### src/hw/gcm_pkg.sv
// gcm_pkg: constants, modes, register map and carrier types for the gated counter mode engine.
// assumes a 32-bit apb slave on pclk, single counter channel, 16-bit counter.
package gcm_pkg;
    localparam int          CNT_W        = 16;
    // apb byte offsets
    localparam logic [7:0]  OFF_MODE     = 8'h00;
    localparam logic [7:0]  OFF_LOAD     = 8'h04;
    localparam logic [7:0]  OFF_HOLD     = 8'h08;
    localparam logic [7:0]  OFF_CMD      = 8'h0c;
    localparam logic [7:0]  OFF_STATUS   = 8'h10;
    localparam logic [7:0]  OFF_COUNT    = 8'h14;
    // mode register field positions
    localparam int          GC_HI        = 15;
    localparam int          GC_LO        = 13;
    localparam int          MB_HI        = 7;
    localparam int          MB_LO        = 5;
    localparam int          TGL_BIT      = 0;
    // gate control codes; real bit values are not printed, so the level and edge codes are module parameters
    localparam logic [2:0]  GC_NONE      = 3'h0;
    localparam logic [2:0]  GC_LEVEL_DEF = 3'h1;
    localparam logic [2:0]  GC_EDGE_DEF  = 3'h2;
    // low mode bits: special gate, reload source, repetition
    localparam logic [2:0]  MB_ONCE      = 3'h0;
    localparam logic [2:0]  MB_REP       = 3'h1;
    localparam logic [2:0]  MB_TWICE     = 3'h2;
    localparam logic [2:0]  MB_ALT       = 3'h3;
    localparam logic [2:0]  MB_RETRIG    = 3'h4;
    // command bits
    localparam int          CMD_ARM      = 0;
    localparam int          CMD_DISARM   = 1;
    localparam int          CMD_LOAD     = 2;
    localparam logic [15:0] MODE_RST     = 16'h0b00;
    localparam logic [15:0] CNT_RST      = 16'h0000;
    localparam logic [15:0] CNT_TC_VAL   = 16'h0001;
    localparam logic [15:0] CNT_ZERO     = 16'h0000;
    localparam logic [31:0] RD_ZERO      = 32'h0000_0000;

    typedef enum {
        GCM_OFF, GCM_B, GCM_D, GCM_E, GCM_F, GCM_G, GCM_H, GCM_I, GCM_J, GCM_K, GCM_O
    } gcm_mode_t;

    typedef struct packed {
        logic        psel;
        logic        penable;
        logic        pwrite;
        logic [7:0]  paddr;
        logic [31:0] pwdata;
    } gcm_apb_req_t;

    typedef struct packed {
        logic        armed;
        logic        running;
        logic        second;
        logic        in_tc;
        logic        stop_pend;
        logic        disarm_pend;
        logic [1:0]  retrig;
    } gcm_stat_t;
endpackage

### src/hw/gcm_counter.sv
// gcm_counter: one gated/ungated counter channel (modes b,d,e,f,g,h,i,j,k,o) behind an apb slave.
// assumes src_i and gate_i are synchronous to pclk and active high; counts down by one per source edge.
// Behaviour
// - mode chosen from gate-control bits 15..13 with mode bits 7..5.
// - stop or disarm applies on the source edge leaving terminal count.
// - mode b: armed, count only while gate active; reload load and disarm.
// - mode b: no counting after disarm until a new arm command.
// - mode d: gate ignored; count to terminal count repeatedly.
// - mode d: reload from load at every terminal count.
// - mode e: as mode d but counts only while gate active.
// - mode f: gate edge starts; terminal count reloads load, waits next edge.
// - mode f: gate ignored from trigger edge until terminal count.
// - mode g: count to terminal count twice, then disarm.
// - mode g: first reload from hold, second from load and disarm.
// - mode h: mode g sequence, counting only while gate active.
// - mode i: edges ignored disarmed; start after trigger edge, then mode g.
// - mode i: gate ignored from trigger until second terminal count.
// - mode j: count continuously until a disarm command.
// - mode j: reload alternates hold then load at terminal counts.
// - mode k: mode j gated by level; alternation restarts with hold on arm.
// - mode o: trigger edge needed; then counts all source edges to terminal count.
// - mode o: terminal count reloads load and disarms; needs arm then edge.
// - mode o: every gate edge while armed retriggers and copies counter into hold.
// - mode o retrigger: first source edge loads, second is skipped, third resumes counting.
// - toggle-on-terminal-count output option for square or duty-cycle waves.
`timescale 1ns/100ps
module gcm_counter
    import gcm_pkg::*;
#(
    parameter logic [2:0] GC_LEVEL = GC_LEVEL_DEF,
    parameter logic [2:0] GC_EDGE  = GC_EDGE_DEF
) (
    input  wire logic        pclk,
    input  wire logic        presetn,
    input  wire logic        psel,
    input  wire logic        penable,
    input  wire logic        pwrite,
    input  wire logic [7:0]  paddr,
    input  wire logic [31:0] pwdata,
    output logic      [31:0] prdata,
    output logic             pready,
    output logic             pslverr,
    input  wire logic        src_i,
    input  wire logic        gate_i,
    output logic             tc_out,
    output logic             armed_out
);
    gcm_apb_req_t req;
    assign req = '{psel: psel, penable: penable, pwrite: pwrite, paddr: paddr, pwdata: pwdata};

    logic [15:0] mode_r, mode_nxt;
    logic [15:0] load_r, load_nxt;
    logic [15:0] hold_r, hold_nxt;
    logic [15:0] cnt_r, cnt_nxt;
    gcm_stat_t   st_r, st_nxt;
    logic        src_d_r, gate_d_r;
    logic        tc_r, tc_nxt, tgl_r, tgl_nxt;
    logic [31:0] prdata_r, prdata_nxt;
    logic        pready_r, pready_nxt, pslverr_r, pslverr_nxt;
    gcm_mode_t   mode;

    logic acc, wr, rd, hit, src_e, gate_e, qual, cmd_wr;
    logic [2:0] gc, mb;

    assign acc    = req.psel && req.penable && !pready_r;
    assign wr     = acc && req.pwrite;
    assign rd     = acc && !req.pwrite;
    assign src_e  = src_i && !src_d_r;
    assign gate_e = gate_i && !gate_d_r;
    assign gc     = mode_r[GC_HI:GC_LO];
    assign mb     = mode_r[MB_HI:MB_LO];
    assign cmd_wr = wr && (req.paddr == OFF_CMD);

    // mode decode
    always_comb begin
        mode = GCM_OFF;
        case ({gc == GC_NONE, gc == GC_LEVEL, gc == GC_EDGE})
            3'b100: begin
                case (mb)
                    MB_REP:   mode = GCM_D;
                    MB_TWICE: mode = GCM_G;
                    MB_ALT:   mode = GCM_J;
                    default:  mode = GCM_OFF;
                endcase
            end
            3'b010: begin
                case (mb)
                    MB_ONCE:  mode = GCM_B;
                    MB_REP:   mode = GCM_E;
                    MB_TWICE: mode = GCM_H;
                    MB_ALT:   mode = GCM_K;
                    default:  mode = GCM_OFF;
                endcase
            end
            3'b001: begin
                case (mb)
                    MB_REP:    mode = GCM_F;
                    MB_TWICE:  mode = GCM_I;
                    MB_RETRIG: mode = GCM_O;
                    default:   mode = GCM_OFF;
                endcase
            end
            default: mode = GCM_OFF;
        endcase
    end

    // counting engine and registers
    always_comb begin
        logic level_gated, edge_gated, tc_hit;
        level_gated = (mode == GCM_B) || (mode == GCM_E) || (mode == GCM_H) || (mode == GCM_K);
        edge_gated  = (mode == GCM_F) || (mode == GCM_I) || (mode == GCM_O);
        tc_hit      = 1'b0;
        mode_nxt    = mode_r;
        load_nxt    = load_r;
        hold_nxt    = hold_r;
        cnt_nxt     = cnt_r;
        st_nxt      = st_r;
        tc_nxt      = tc_r;
        tgl_nxt     = tgl_r;

        if (wr && req.paddr == OFF_MODE) mode_nxt = req.pwdata[15:0];
        if (wr && req.paddr == OFF_LOAD) load_nxt = req.pwdata[15:0];
        if (wr && req.paddr == OFF_HOLD) hold_nxt = req.pwdata[15:0];

        // gate qualification: level gating filters edges, edge gating needs a trigger
        qual = 1'b0;
        if (st_r.armed) begin
            if (level_gated)
                qual = gate_i;
            else if (edge_gated)
                qual = st_r.running;
            else
                qual = (mode != GCM_OFF);
        end

        // trigger edge on armed counter; disarmed edges do nothing
        if (st_r.armed && edge_gated && gate_e) begin
            if (mode == GCM_O) begin
                hold_nxt       = cnt_r;
                st_nxt.retrig  = 2'd2;
                st_nxt.running = 1'b1;
            end else if (!st_r.running) begin
                st_nxt.running = 1'b1;
            end
        end

        if (src_e) begin
            if (st_r.in_tc) begin
                // a counter in terminal count always counts; stop applied on this edge
                cnt_nxt      = cnt_r - CNT_TC_VAL;
                st_nxt.in_tc = 1'b0;
                tc_nxt       = 1'b0;
                if (st_r.disarm_pend) begin
                    st_nxt.armed       = 1'b0;
                    st_nxt.running     = 1'b0;
                    st_nxt.disarm_pend = 1'b0;
                end
                if (st_r.stop_pend) begin
                    st_nxt.running   = 1'b0;
                    st_nxt.stop_pend = 1'b0;
                end
            end else if (st_r.armed && mode == GCM_O && st_r.retrig != 2'd0) begin
                if (st_r.retrig == 2'd2) cnt_nxt = load_r;
                st_nxt.retrig = st_r.retrig - 2'd1;
            end else if (qual) begin
                if (cnt_r == CNT_TC_VAL || cnt_r == CNT_ZERO) begin
                    tc_hit       = 1'b1;
                    st_nxt.in_tc = 1'b1;
                    tc_nxt       = 1'b1;
                    cnt_nxt      = load_r;
                    case (mode)
                        GCM_B, GCM_O: st_nxt.disarm_pend = 1'b1;
                        GCM_F:        st_nxt.stop_pend   = 1'b1;
                        GCM_G, GCM_H, GCM_I: begin
                            if (!st_r.second) begin
                                cnt_nxt       = hold_r;
                                st_nxt.second = 1'b1;
                            end else begin
                                st_nxt.second      = 1'b0;
                                st_nxt.disarm_pend = 1'b1;
                            end
                        end
                        GCM_J, GCM_K: begin
                            cnt_nxt       = st_r.second ? load_r : hold_r;
                            st_nxt.second = !st_r.second;
                        end
                        default: cnt_nxt = load_r;
                    endcase
                end else begin
                    cnt_nxt = cnt_r - CNT_TC_VAL;
                end
            end
        end

        // toggle output option on each terminal count
        if (tc_hit) tgl_nxt = !tgl_r;

        if (cmd_wr && req.pwdata[CMD_LOAD]) cnt_nxt = load_r;
        if (cmd_wr && req.pwdata[CMD_DISARM]) begin
            st_nxt.armed   = 1'b0;
            st_nxt.running = 1'b0;
        end
        if (cmd_wr && req.pwdata[CMD_ARM]) begin
            st_nxt.armed       = 1'b1;
            st_nxt.second      = 1'b0;
            st_nxt.running     = 1'b0;
            st_nxt.disarm_pend = 1'b0;
            st_nxt.stop_pend   = 1'b0;
            st_nxt.retrig      = 2'd0;
        end
    end

    // apb slave: one wait state, unmapped reads zero with pslverr
    always_comb begin
        hit = 1'b1;
        prdata_nxt = prdata_r;
        case (req.paddr)
            OFF_MODE:   prdata_nxt = {16'h0000, mode_r};
            OFF_LOAD:   prdata_nxt = {16'h0000, load_r};
            OFF_HOLD:   prdata_nxt = {16'h0000, hold_r};
            OFF_CMD:    prdata_nxt = RD_ZERO;
            OFF_STATUS: prdata_nxt = {24'h000000, st_r};
            OFF_COUNT:  prdata_nxt = {16'h0000, cnt_r};
            default: begin
                hit        = 1'b0;
                prdata_nxt = RD_ZERO;
            end
        endcase
        if (!rd) prdata_nxt = prdata_r;
        pready_nxt  = acc;
        pslverr_nxt = acc && !hit;
    end

    always_ff @(posedge pclk or negedge presetn) begin
        if (!presetn) begin
            mode_r    <= MODE_RST;
            load_r    <= CNT_RST;
            hold_r    <= CNT_RST;
            cnt_r     <= CNT_RST;
            st_r      <= '0;
            src_d_r   <= 1'b0;
            gate_d_r  <= 1'b0;
            tc_r      <= 1'b0;
            tgl_r     <= 1'b0;
            prdata_r  <= RD_ZERO;
            pready_r  <= 1'b0;
            pslverr_r <= 1'b0;
        end else begin
            mode_r    <= mode_nxt;
            load_r    <= load_nxt;
            hold_r    <= hold_nxt;
            cnt_r     <= cnt_nxt;
            st_r      <= st_nxt;
            src_d_r   <= src_i;
            gate_d_r  <= gate_i;
            tc_r      <= tc_nxt;
            tgl_r     <= tgl_nxt;
            prdata_r  <= prdata_nxt;
            pready_r  <= pready_nxt;
            pslverr_r <= pslverr_nxt;
        end
    end

    logic armed_q_r;
    always_ff @(posedge pclk or negedge presetn) begin
        if (!presetn) armed_q_r <= 1'b0;
        else          armed_q_r <= st_nxt.armed;
    end

    logic tco_r;
    always_ff @(posedge pclk or negedge presetn) begin
        if (!presetn) tco_r <= 1'b0;
        else          tco_r <= mode_nxt[TGL_BIT] ? tgl_nxt : tc_nxt;
    end

    assign prdata    = prdata_r;
    assign pready    = pready_r;
    assign pslverr   = pslverr_r;
    assign tc_out    = tco_r;
    assign armed_out = armed_q_r;
endmodule

### config.mk
export PLATFORM = sky130hd
export DESIGN_NAME = gcm_counter
export DESIGN_NICKNAME = d
export VERILOG_FILES = /design/src/hw/gcm_pkg.sv /design/src/hw/gcm_counter.sv
export SDC_FILE = /design/constraint.sdc
export NUM_CORES = 1
export LEC_CHECK = 0
export ABC_AREA = 0
export BUFFER_PORTS_ARGS = -buffer_cell sky130_fd_sc_hd__buf_2
export CORE_MARGIN = 3
export CORE_UTILIZATION = 55
export CTS_CLUSTER_DIAMETER = 100
export DETAILED_ROUTE_END_ITERATION = 8
export PLACE_DENSITY = 0.79
export SLEW_MARGIN = 20
export SYNTH_ARGS = -nofsm -noshare
export SYNTH_HDL_FRONTEND = slang
export SYNTH_SLANG_ARGS = --single-unit
### constraint.sdc
create_clock -name pclk -period 5.1 [get_ports pclk]
set_clock_uncertainty 0.05 [all_clocks]
set_input_delay 0.51 -clock pclk [delete_from_list [all_inputs] [get_ports pclk]]
set_output_delay 0.51 -clock pclk [all_outputs]
set_load 0.02 [all_outputs]
==> results of run 1 <==
## what timing repair did
| action | CTS | global route |
|---|---|---|
| hold buffers | 1 | 0 |
| hold endpoints to repair | 6 | 0 |
| gates resized for setup | 0 | 0 |
## registers in the layout (all words and copies together) (netlist names)
name       cells
prdata        16
mode_r        16
load_r        16
tgl_r          1
pslverr        1
tc_r           1
pready         1
hold_r        16
cnt_r         16
tc_out         1
gate_d_r       1
st_r           7
armed_out      1
src_d_r        1
## routing by layer
| metal | GRT usage (%) | vias up |
|---|---|---|
| met1 | 36.9 | 2199 |
| met2 | 38.4 | 222 |
| met3 | 5.70 | 24 |
| met5 | 0 | - |
| li1 | - | 2052 |
| met4 | 7.59 | 0 |
## cell type report
cell class                 count  area, um2
clock inverter                 6       90.1
tap                          129        161
fill                         776       3480
sequential                    95       2380
inverter                      10       37.5
clock buffer                  10        138
timing repair buffer          59        323
multi-input combinational    406       2810
## power by group through the flow
| stage | sequential, W | clock (W) | combinational [W] |
|---|---|---|---|
| 6_report | 0.000821 | 0.000569 | 0.000181 |
| 5_1_grt | 0.000827 | 0.000609 | 0.000199 |
| 4_1_cts | 0.000821 | 0.000574 | 0.000182 |
| 3_5_place_dp | 0.000836 | 0 | 0.000181 |
| 3_3_place_gp | 0.000833 | 0 | 0.000178 |
| 2_1_floorplan | 0.000856 | 0 | 0.0000936 |
## worst reg2reg max path: cells and delay by family, from the launching register on
family / cells / cell delay [ns]
multiplexers: 2 / 0.54
flip-flops: 1 / 0.54
AND/OR/NAND/NOR: 3 / 1.37
AO/OA/AOI/OAI: 1 / 0.33
## logic make-up after synthesis
| logic type | synth area share [%] |
|---|---|
| compound gates | 15.0 |
| xor+xnor | 2.25 |
| fa+ha+maj | 0.918 |
| buf+inv | 6.06 |
| flops | 43.7 |
| mux | 15.3 |
| other cells | 0.0688 |
| simple gates | 16.7 |
## through the flow
| stage | cells | setup slack [ns] | instance area [um2] | utilization (%) | hold WS [ns] |
|---|---|---|---|---|---|
| floorplan | 569 | 2.47 | 5510 | - | 0.164 |
| global placement | 698 | 1.88 | 5700 | 60.5 | 0.393 |
| detailed placement | 698 | 1.77 | 5700 | 60.5 | 0.394 |
| CTS | 715 | 2.09 | 5930 | 63.0 | 0.220 |
| global route | 715 | 1.91 | 5940 | 63.1 | 0.219 |
| finish | 715 | 2.02 | 5940 | 63.1 | 0.222 |
## how the worst max path moves through the flow
stage	slack, ns	to	startpoint	depth (start not counted)
2_1_floorplan	2.47	cnt_r[13]	paddr[1]	9
3_3_place_gp	1.88	cnt_r[0]	paddr[1]	8
3_5_place_dp	1.77	cnt_r[11]	paddr[1]	8
4_1_cts	2.09	cnt_r[11]	paddr[1]	8
5_1_grt	1.91	cnt_r[11]	paddr[1]	8
6_report	2.02	cnt_r[11]	paddr[1]	8
## layout by cell type, fill, tap and decap left out, types with 8 or more instances in the layout
| cell | Yosys | final |
|---|---|---|
| clkbuf_8 | 0 | 10 |
| a31oi_1 | 10 | 10 |
| a21oi_1 | 18 | 18 |
| buf_4 | 17 | 9 |
| nand2b_1 | 10 | 10 |
| a211oi_1 | 13 | 13 |
| a222oi_1 | 9 | 9 |
| nand2_1 | 44 | 44 |
| nor3_1 | 25 | 25 |
| nor2_1 | 42 | 41 |
| buf_2 | 9 | 49 |
| mux2_1 | 11 | 11 |
| mux2_2 | 30 | 30 |
| o21ai_0 | 31 | 31 |
| inv_1 | 10 | 10 |
| conb_1 | 1 | 16 |
| dfrtp_1 | 92 | 92 |
| mux2i_1 | 34 | 34 |
| a221oi_1 | 8 | 8 |
==> results.json, run 1 <==
{
  "status": "finished clean",
  "fmax_mhz": 325,
  "setup_tns_ns": 0,
  "clkSinkCount": 95,
  "top_layer": "met4",
  "place_congestion": 0.944,
  "yosysTopAreaCellShare_pct": 42.2,
  "async_flop_share_pct": 100,
  "row_count": 35,
  "dr_wl_met3_mm": 1.33,
  "hold_start": "src_i",
  "wirelength_mm": 13.8,
  "path_clk_slew_ns": 0.09,
  "slowest_stage": "nor4b_1",
  "cp_top_family": "simple AND/OR/NAND/NOR gates",
  "synth-edff-count": 0,
  "power.total_w": 0.00157,
  "p_switching_w": 0.000424,
  "holdPathEnd": "src_d_r",
  "cts_tree": "yes",
  "die_h_um": 106,
  "irDropWorstVdd_mv": 0.118,
  "regToRegEndpoint": "cnt_r[11]",
  "grt_max_degree": 70,
  "postCtsSetupRepairBufs": 0,
  "antennaDiodeCount": 0,
  "rsz0062_at_grt": "no",
  "cts_made_buffers": 9,
  "start_kind": "input port",
  "clock-root-buffer": "clkbuf_8",
  "pwr-share-comb_pct": 11.5,
  "power_leakage_nw": 2.70,
  "min_period_ns": 3.08,
  "cpMostUsedCell": "or3_1",
  "holdCritPathClass": "input port to flip-flop",
  "yosysSeqAreaShare_pct": 43.7,
  "final-setup-viol-count": 0,
  "rrSetupSlack_ns": 2.19,
  "grt_use_total_pct": 25.5,
  "crit_type": "input port to flip-flop",
  "worstPathArrival_ns": 3.32,
  "syn_area_um2": 5450,
  "post-route-period-util_pct": 60.3,
  "cellPowerDensity_nw_per_um2": 264,
  "nNetsFinal": 632,
  "drv_slew": 0,
  "relSlewSlack_pct": 41.4,
  "cp_cell_sequence": "buf_2 > or3_1 > or3_1 > nor4b_1 > and2_1 > buf_4 > nand2b_1 > mux2i_1",
  "dr.pass1.iters": 6,
  "grt_pass1_wl_mm": 22.5,
  "critPathMaxStageDelay_ns": 0.55,
  "dieArea_um2": 11100,
  "rr_worst_depth": 6,
  "synth_area_per_cell_um2": 9.84,
  "clk-insertion-delay-late_ns": 0.38,
  "ys_types": 65,
  "timing.rr.start": "mode_r[6]",
  "ys.flop_type": "dfrtp_1",
  "portBuffers": 50,
  "synth_commonest_cells": "92 x dfrtp_1, 44 x nand2_1, 42 x nor2_1, 34 x mux2i_1",
  "path_buf_inv": 2,
  "start_util_pct": 57.9,
  "die_x_um": 106,
  "drc": 0,
  "antenna_left": 0,
  "first_iter_violations": 416,
  "ys_seq_elements": 95,
  "p_int_w": 0.00115,
  "drt-wirelength-per-cell_um": 19.3,
  "maxCapViolCount": 0,
  "dr_total_vias": 4497,
  "yosysWarnings": 0,
  "ioPinCount": 83,
  "whs_path_depth": 1,
  "antenna_found_initial": 0,
  "met1_length_mm": 5.97,
  "cp_max_fo": 15,
  "htreeDepth": 3,
  "synth_largest_area_cell": "dfrtp_1",
  "drive_gt1_share_pct": 20.6,
  "finalHoldViolations": 0,
  "coreArea_um2": 9420,
  "synth_most_common_cell": "dfrtp_1",
  "worstMarginPinSlew_ns": 0.879,
  "seq_power_share_pct": 52.3,
  "sw_frac_of_total_pct": 27.0,
  "grt_overflow": 0,
  "syn_to_final_growth_pct": 8.98,
  "clkPwrFrac_pct": 36.2,
  "grt_pass1_vias": 4263,
  "met2_length_mm": 6.31,
  "endpoint_kind": "flip-flop",
  "syn_inst": 554,
  "via_per_inst": 6.29,
  "crit_required_ns": 5.34,
  "dp_hpwl_mm": 9.56,
  "synthTopCellsByArea": "dfrtp_1 42%, mux2i_1 6.2%, mux2_2 6.2%",
  "clock_path_buffers": 2
}
No activity file was read; power rests on OpenSTA's default activity.
==> run 2: changes to the inputs <==
- CORE_UTILIZATION: 55 -> 52
- PLACE_DENSITY: 0.79 -> 0.78
- clock period: 5.1 -> 2.7 ns (I/O delays scaled with it)
==> run 2 against run 1 <==
Against the previous run:
- worst hold slack worse by 0.14 ns
- core utilization is 1.1 points lower
- power increased by 80%
- highest routed layer unchanged
==> results.json, run 2 (synthesis results as in run 1) <==
{
  "final.fill_count": 838,
  "cts_made_buffers": 9,
  "grt_pass1_vias": 4499,
  "worstMarginPinSlew_ns": 0.772,
  "cp_top_family": "simple AND/OR/NAND/NOR gates",
  "place_congestion": 0.953,
  "min_period_ns": 2.50,
  "worst_hold_slack_ns": 0.0783,
  "dieArea_um2": 11700,
  "layout_common_cells": "92 x dfrtp_1, 49 x buf_2, 44 x nand2_1, 41 x nor2_1, 41 x buf_4",
  "die_h_um": 108,
  "relSlewSlack_pct": 48.5,
  "die_x_um": 108,
  "portBuffers": 50,
  "dr.pass1.iters": 6,
  "dp_hpwl_mm": 10.3,
  "p_int_w": 0.00200,
  "endpoint_kind": "flip-flop",
  "drc": 0,
  "place_ws_ns": 0.0523,
  "grt_overflow": 0,
  "grt_max_degree": 60,
  "crit_required_ns": 2.90,
  "drive_gt1_share_pct": 25.1,
  "antenna_found_initial": 0,
  "irDropWorstVdd_mv": 0.240,
  "grt_pass1_wl_mm": 23.5,
  "power_leakage_nw": 2.87,
  "critPathMaxStageDelay_ns": 0.49,
  "wirelength_mm": 14.6,
  "clk-insertion-delay-late_ns": 0.38,
  "final_util_pct": 62.0,
  "path_clk_slew_ns": 0.10,
  "row_count": 36,
  "status": "finished clean",
  "antenna_left": 0,
  "holdCritPathClass": "input port to flip-flop",
  "fmax_mhz": 399,
  "dr_total_vias": 4675,
  "cp_max_fo": 8,
  "cp_cell_sequence": "nor4_1 > buf_4 > nand3_1 > o21ba_2 > nor2_1 > buf_4 > mux2i_1 > mux2i_1",
  "start_util_pct": 54.5,
  "seq_power_share_pct": 54.7,
  "first_iter_violations": 469,
  "clock-root-buffer": "clkbuf_8",
  "post-route-period-util_pct": 92.7,
  "path_buf_inv": 2,
  "clock_path_buffers": 2,
  "start_kind": "flip-flop",
  "worstPathArrival_ns": 2.71,
  "sw_frac_of_total_pct": 29.2,
  "ioPinCount": 83,
  "final_common_cell": "dfrtp_1",
  "postCtsSetupRepairBufs": 0,
  "setup_tns_ns": 0,
  "antennaDiodeCount": 0,
  "multi_input_area_um2": 2810,
  "p_switching_w": 0.000824,
  "drv_slew": 0,
  "rsz0062_at_grt": "no",
  "syn_to_final_growth_pct": 13.7,
  "grt_use_total_pct": 26.1,
  "cellPowerDensity_nw_per_um2": 455,
  "clkPwrFrac_pct": 32.0,
  "cts_tree": "yes",
  "nNetsFinal": 668,
  "slowest_stage": "dfrtp_1",
  "via_per_inst": 6.19,
  "clkSinkCount": 95,
  "coreArea_um2": 10000,
  "drt-wirelength-per-cell_um": 19.4,
  "layout.area.seq_um2": 2380,
  "final-setup-viol-count": 0,
  "finalHoldViolations": 0,
  "maxCapViolCount": 0,
  "pwr-share-comb_pct": 13.3,
  "crit_type": "flip-flop to flip-flop",
  "htreeDepth": 3,
  "worst_slack_ns": 0.196
}
run 2: cell count changes in the layout (fill, tap and decap cells not counted), sizes merged:
cell,before,now
bufinv,2,0
dlygate4sd3,1,3
buf,58,92
clkinv,1,3
run 2: final timing paths:
| check | start | endpoint | slack, ns | cells after the start |
|---|---|---|---|---|
| max in group asynchronous | presetn | mode_r[11] | 1.41 | 3 |
| hold / removal | pwdata[12] | load_r[12] | 0.08 | 2 |
| setup / recovery | cnt_r[11] | cnt_r[3] | 0.20 | 8 |
| hold reg to reg | tc_r | tc_r | 0.46 | 2 |
| setup reg to reg | cnt_r[11] | cnt_r[3] | 0.20 | 8 |
| min in group asynchronous | presetn | st_r[4] | 0.46 | 2 |
run 2: layout make-up:
cell class	count	share of cell area (%)
clock buffers	10	2.22
clock inverters	6	0.707
inverters	10	0.606
multi-input cells	406	45.3
flip-flops and latches	95	38.4
well taps	133	2.68
repair buffers	95	10.1
run 2: metal layers:
| metal | GRT usage (%) | vias to the layer above | part of all wire (%) |
|---|---|---|---|
| met5 | 0 | - | 0 |
| met4 | 9.74 | 0 | 2.5 |
| met3 | 5.85 | 33 | 9.9 |
| met2 | 39.1 | 248 | 44 |
| met1 | 37.3 | 2276 | 43 |
| li1 | - | 2118 | - |
run 2: timing repair:
action	CTS	global route
hold buffers	3	0
setup endpoints to repair	0	1
hold endpoints to repair	59	0
resized for setup	0	1
run 2: power groups by stage:
stage / registers (W) / logic, W / clock network (W)
after floorplan: 0.00162 / 0.000177 / 0
after global placement: 0.00157 / 0.000362 / 0
after detailed placement: 0.00157 / 0.000371 / 0
after CTS: 0.00154 / 0.000375 / 0.000909
after global routing: 0.00155 / 0.000411 / 0.000971
final: 0.00154 / 0.000374 / 0.000904
run 2: through the flow:
step / total power, W / cell area [um2] / cells
CTS: 0.00283 / 6190 / 755
detailed placement: 0.00194 / 5980 / 736
global placement: 0.00193 / 5980 / 736
finish: 0.00282 / 6200 / 755
global route: 0.00293 / 6200 / 755
floorplan: 0.00179 / 5510 / 569
==> run 3: changes to the inputs <==
- CORE_ASPECT_RATIO: not set -> 0.5
- REMOVE_ABC_BUFFERS: not set -> 1
==> run 3 against run 2 <==
Against the previous run:
- register-to-register slack gained 0.04 ns
- critical endpoint is now cnt_r[5]
- non-clock buffer count decreased by 6
- worst hold slack better by 0.038 ns
- critical path type unchanged
==> results.json, run 3 (synthesis results as in run 1) <==
{
  "status": "finished clean",
  "crit_required_ns": 2.88,
  "holdCritPathClass": "input port to flip-flop",
  "final_common_cell": "dfrtp_1",
  "postCtsSetupRepairBufs": 0,
  "maxCapViolCount": 0,
  "cp_top_family": "compound AO/OA/AOI/OAI gates",
  "start_kind": "flip-flop",
  "row_count": 25,
  "drt-wirelength-per-cell_um": 19.8,
  "wirelength_mm": 14.9,
  "endpoint_kind": "flip-flop",
  "dr_total_vias": 4697,
  "finalHoldViolations": 0,
  "clock-root-buffer": "clkbuf_16",
  "min_period_ns": 2.47,
  "dieArea_um2": 11800,
  "coreArea_um2": 9820,
  "clock_path_buffers": 2,
  "crit_type": "flip-flop to flip-flop",
  "irDropWorstVdd_mv": 0.258,
  "drc": 0,
  "die_x_um": 151,
  "via_per_inst": 6.25,
  "first_iter_violations": 415,
  "worstMarginPinSlew_ns": 0.687,
  "nNetsFinal": 662,
  "clk-insertion-delay-late_ns": 0.35,
  "worst_slack_ns": 0.233,
  "grt_pass1_vias": 4629,
  "grt_pass1_wl_mm": 23.8,
  "antennaDiodeCount": 0,
  "clkSinkCount": 95,
  "layout_common_cells": "92 x dfrtp_1, 49 x buf_2, 44 x nand2_1, 41 x nor2_1",
  "portBuffers": 50,
  "rr_worst_depth": 6,
  "die_h_um": 78.4,
  "seq_power_share_pct": 45.6,
  "grt_use_total_pct": 26.0,
  "htreeDepth": 3,
  "worstPathArrival_ns": 2.65,
  "p_switching_w": 0.000843,
  "final-setup-viol-count": 0,
  "place_congestion": 0.938,
  "relSlewSlack_pct": 54.2,
  "rsz0062_at_grt": "no",
  "path_buf_inv": 0,
  "antenna_left": 0,
  "syn_to_final_growth_pct": 16.3,
  "dr.pass1.iters": 5,
  "place_ws_ns": 0.155,
  "cp_cell_sequence": "nor4_1 > nand3_1 > o21ba_2 > a2111o_1 > a21oi_1 > nor3_1",
  "holdPathEnd": "load_r[11]",
  "p_int_w": 0.00256,
  "path_clk_slew_ns": 0.07,
  "dp_hpwl_mm": 9.95,
  "cellPowerDensity_nw_per_um2": 536,
  "post-route-period-util_pct": 91.4,
  "hold_start": "pwdata[11]",
  "grt_overflow": 0,
  "drv_slew": 0,
  "drive_gt1_share_pct": 24.5,
  "slowest_stage": "a2111o_1",
  "ioPinCount": 83,
  "sw_frac_of_total_pct": 24.8,
  "startpoint": "cnt_r[10]",
  "cp_max_fo": 7,
  "critPathMaxStageDelay_ns": 0.54,
  "grt_max_degree": 52,
  "start_util_pct": 55.5,
  "whs_path_depth": 2,
  "timing.rr.start": "cnt_r[10]",
  "cts_tree": "yes",
  "cts_made_buffers": 9,
  "fmax_mhz": 405,
  "regToRegEndpoint": "cnt_r[5]",
  "power_leakage_nw": 2.92,
  "rrSetupSlack_ns": 0.23,
  "clkPwrFrac_pct": 43.5,
  "antenna_found_initial": 0,
  "setup_tns_ns": 0,
  "pwr-share-comb_pct": 10.8
}
## run 3: cell count changes in the layout (fill, tap and decap cells not counted)
cell	before	now
clkbuf_16	0	9
clkbuf_8	10	1
bufinv_16	0	3
clkinv_4	1	0
inv_6	2	0
buf_12	2	3
nor4_2	2	3
nor4_1	6	5
buf_4	41	34
## run 3: routing by layer
metal	vias to the layer above	routed length (um)	global-route usage [%]
met5	-	0	0
met4	0	395	8.86
met3	39	1420	5.94
met2	246	6560	39.9
met1	2300	6500	36.5
li1	2112	-	-
## run 3: how the worst max path moves through the flow
| stage | endpoint | slack (ns) | depth (start not counted) |
|---|---|---|---|
| after floorplan | hold_r[0] | -0.88 | 4 |
| after global placement | tc_out | 0.19 | 7 |
| after detailed placement | cnt_r[13] | 0.15 | 8 |
| after CTS | cnt_r[13] | 0.18 | 7 |
| after global routing | cnt_r[6] | 0.11 | 6 |
| final | cnt_r[5] | 0.23 | 6 |
## run 3: power by group through the flow
| stage | Sequential [W] | Combinational, W | Clock (W) |
|---|---|---|---|
| after floorplan | 0.00163 | 0.000140 | 0 |
| after global placement | 0.00157 | 0.000355 | 0 |
| after detailed placement | 0.00158 | 0.000364 | 0 |
| after CTS | 0.00155 | 0.000370 | 0.00149 |
| after global routing | 0.00156 | 0.000408 | 0.00155 |
| final | 0.00155 | 0.000368 | 0.00148 |
## run 3: stage by stage
step	utilization (%)	hold WS (ns)	total power, W	area (um2)	std cells
3_3_place_gp	60.7	0.302	0.00193	5960	732
4_1_cts	64.5	0.108	0.00341	6330	751
5_1_grt	64.5	0.123	0.00352	6340	751
3_5_place_dp	60.7	0.302	0.00194	5960	732
2_1_floorplan	-	-0.0756	0.00177	5210	511
6_report	64.5	0.116	0.00340	6340	751
## run 3: timing repair
action	CTS	global route
endpoints found under the setup margin	0	4
resized for setup	0	1
endpoints found under the hold margin	50	0
hold buffers	3	0
## run 3: cell type report
class	count	area, um2
well taps	135	169
fillers	802	3480
clock buffers	10	239
clock inverters	6	108
multi-input cells	406	2820
repair buffers	89	591
inverters	10	37.5
flip-flops and latches	95	2380
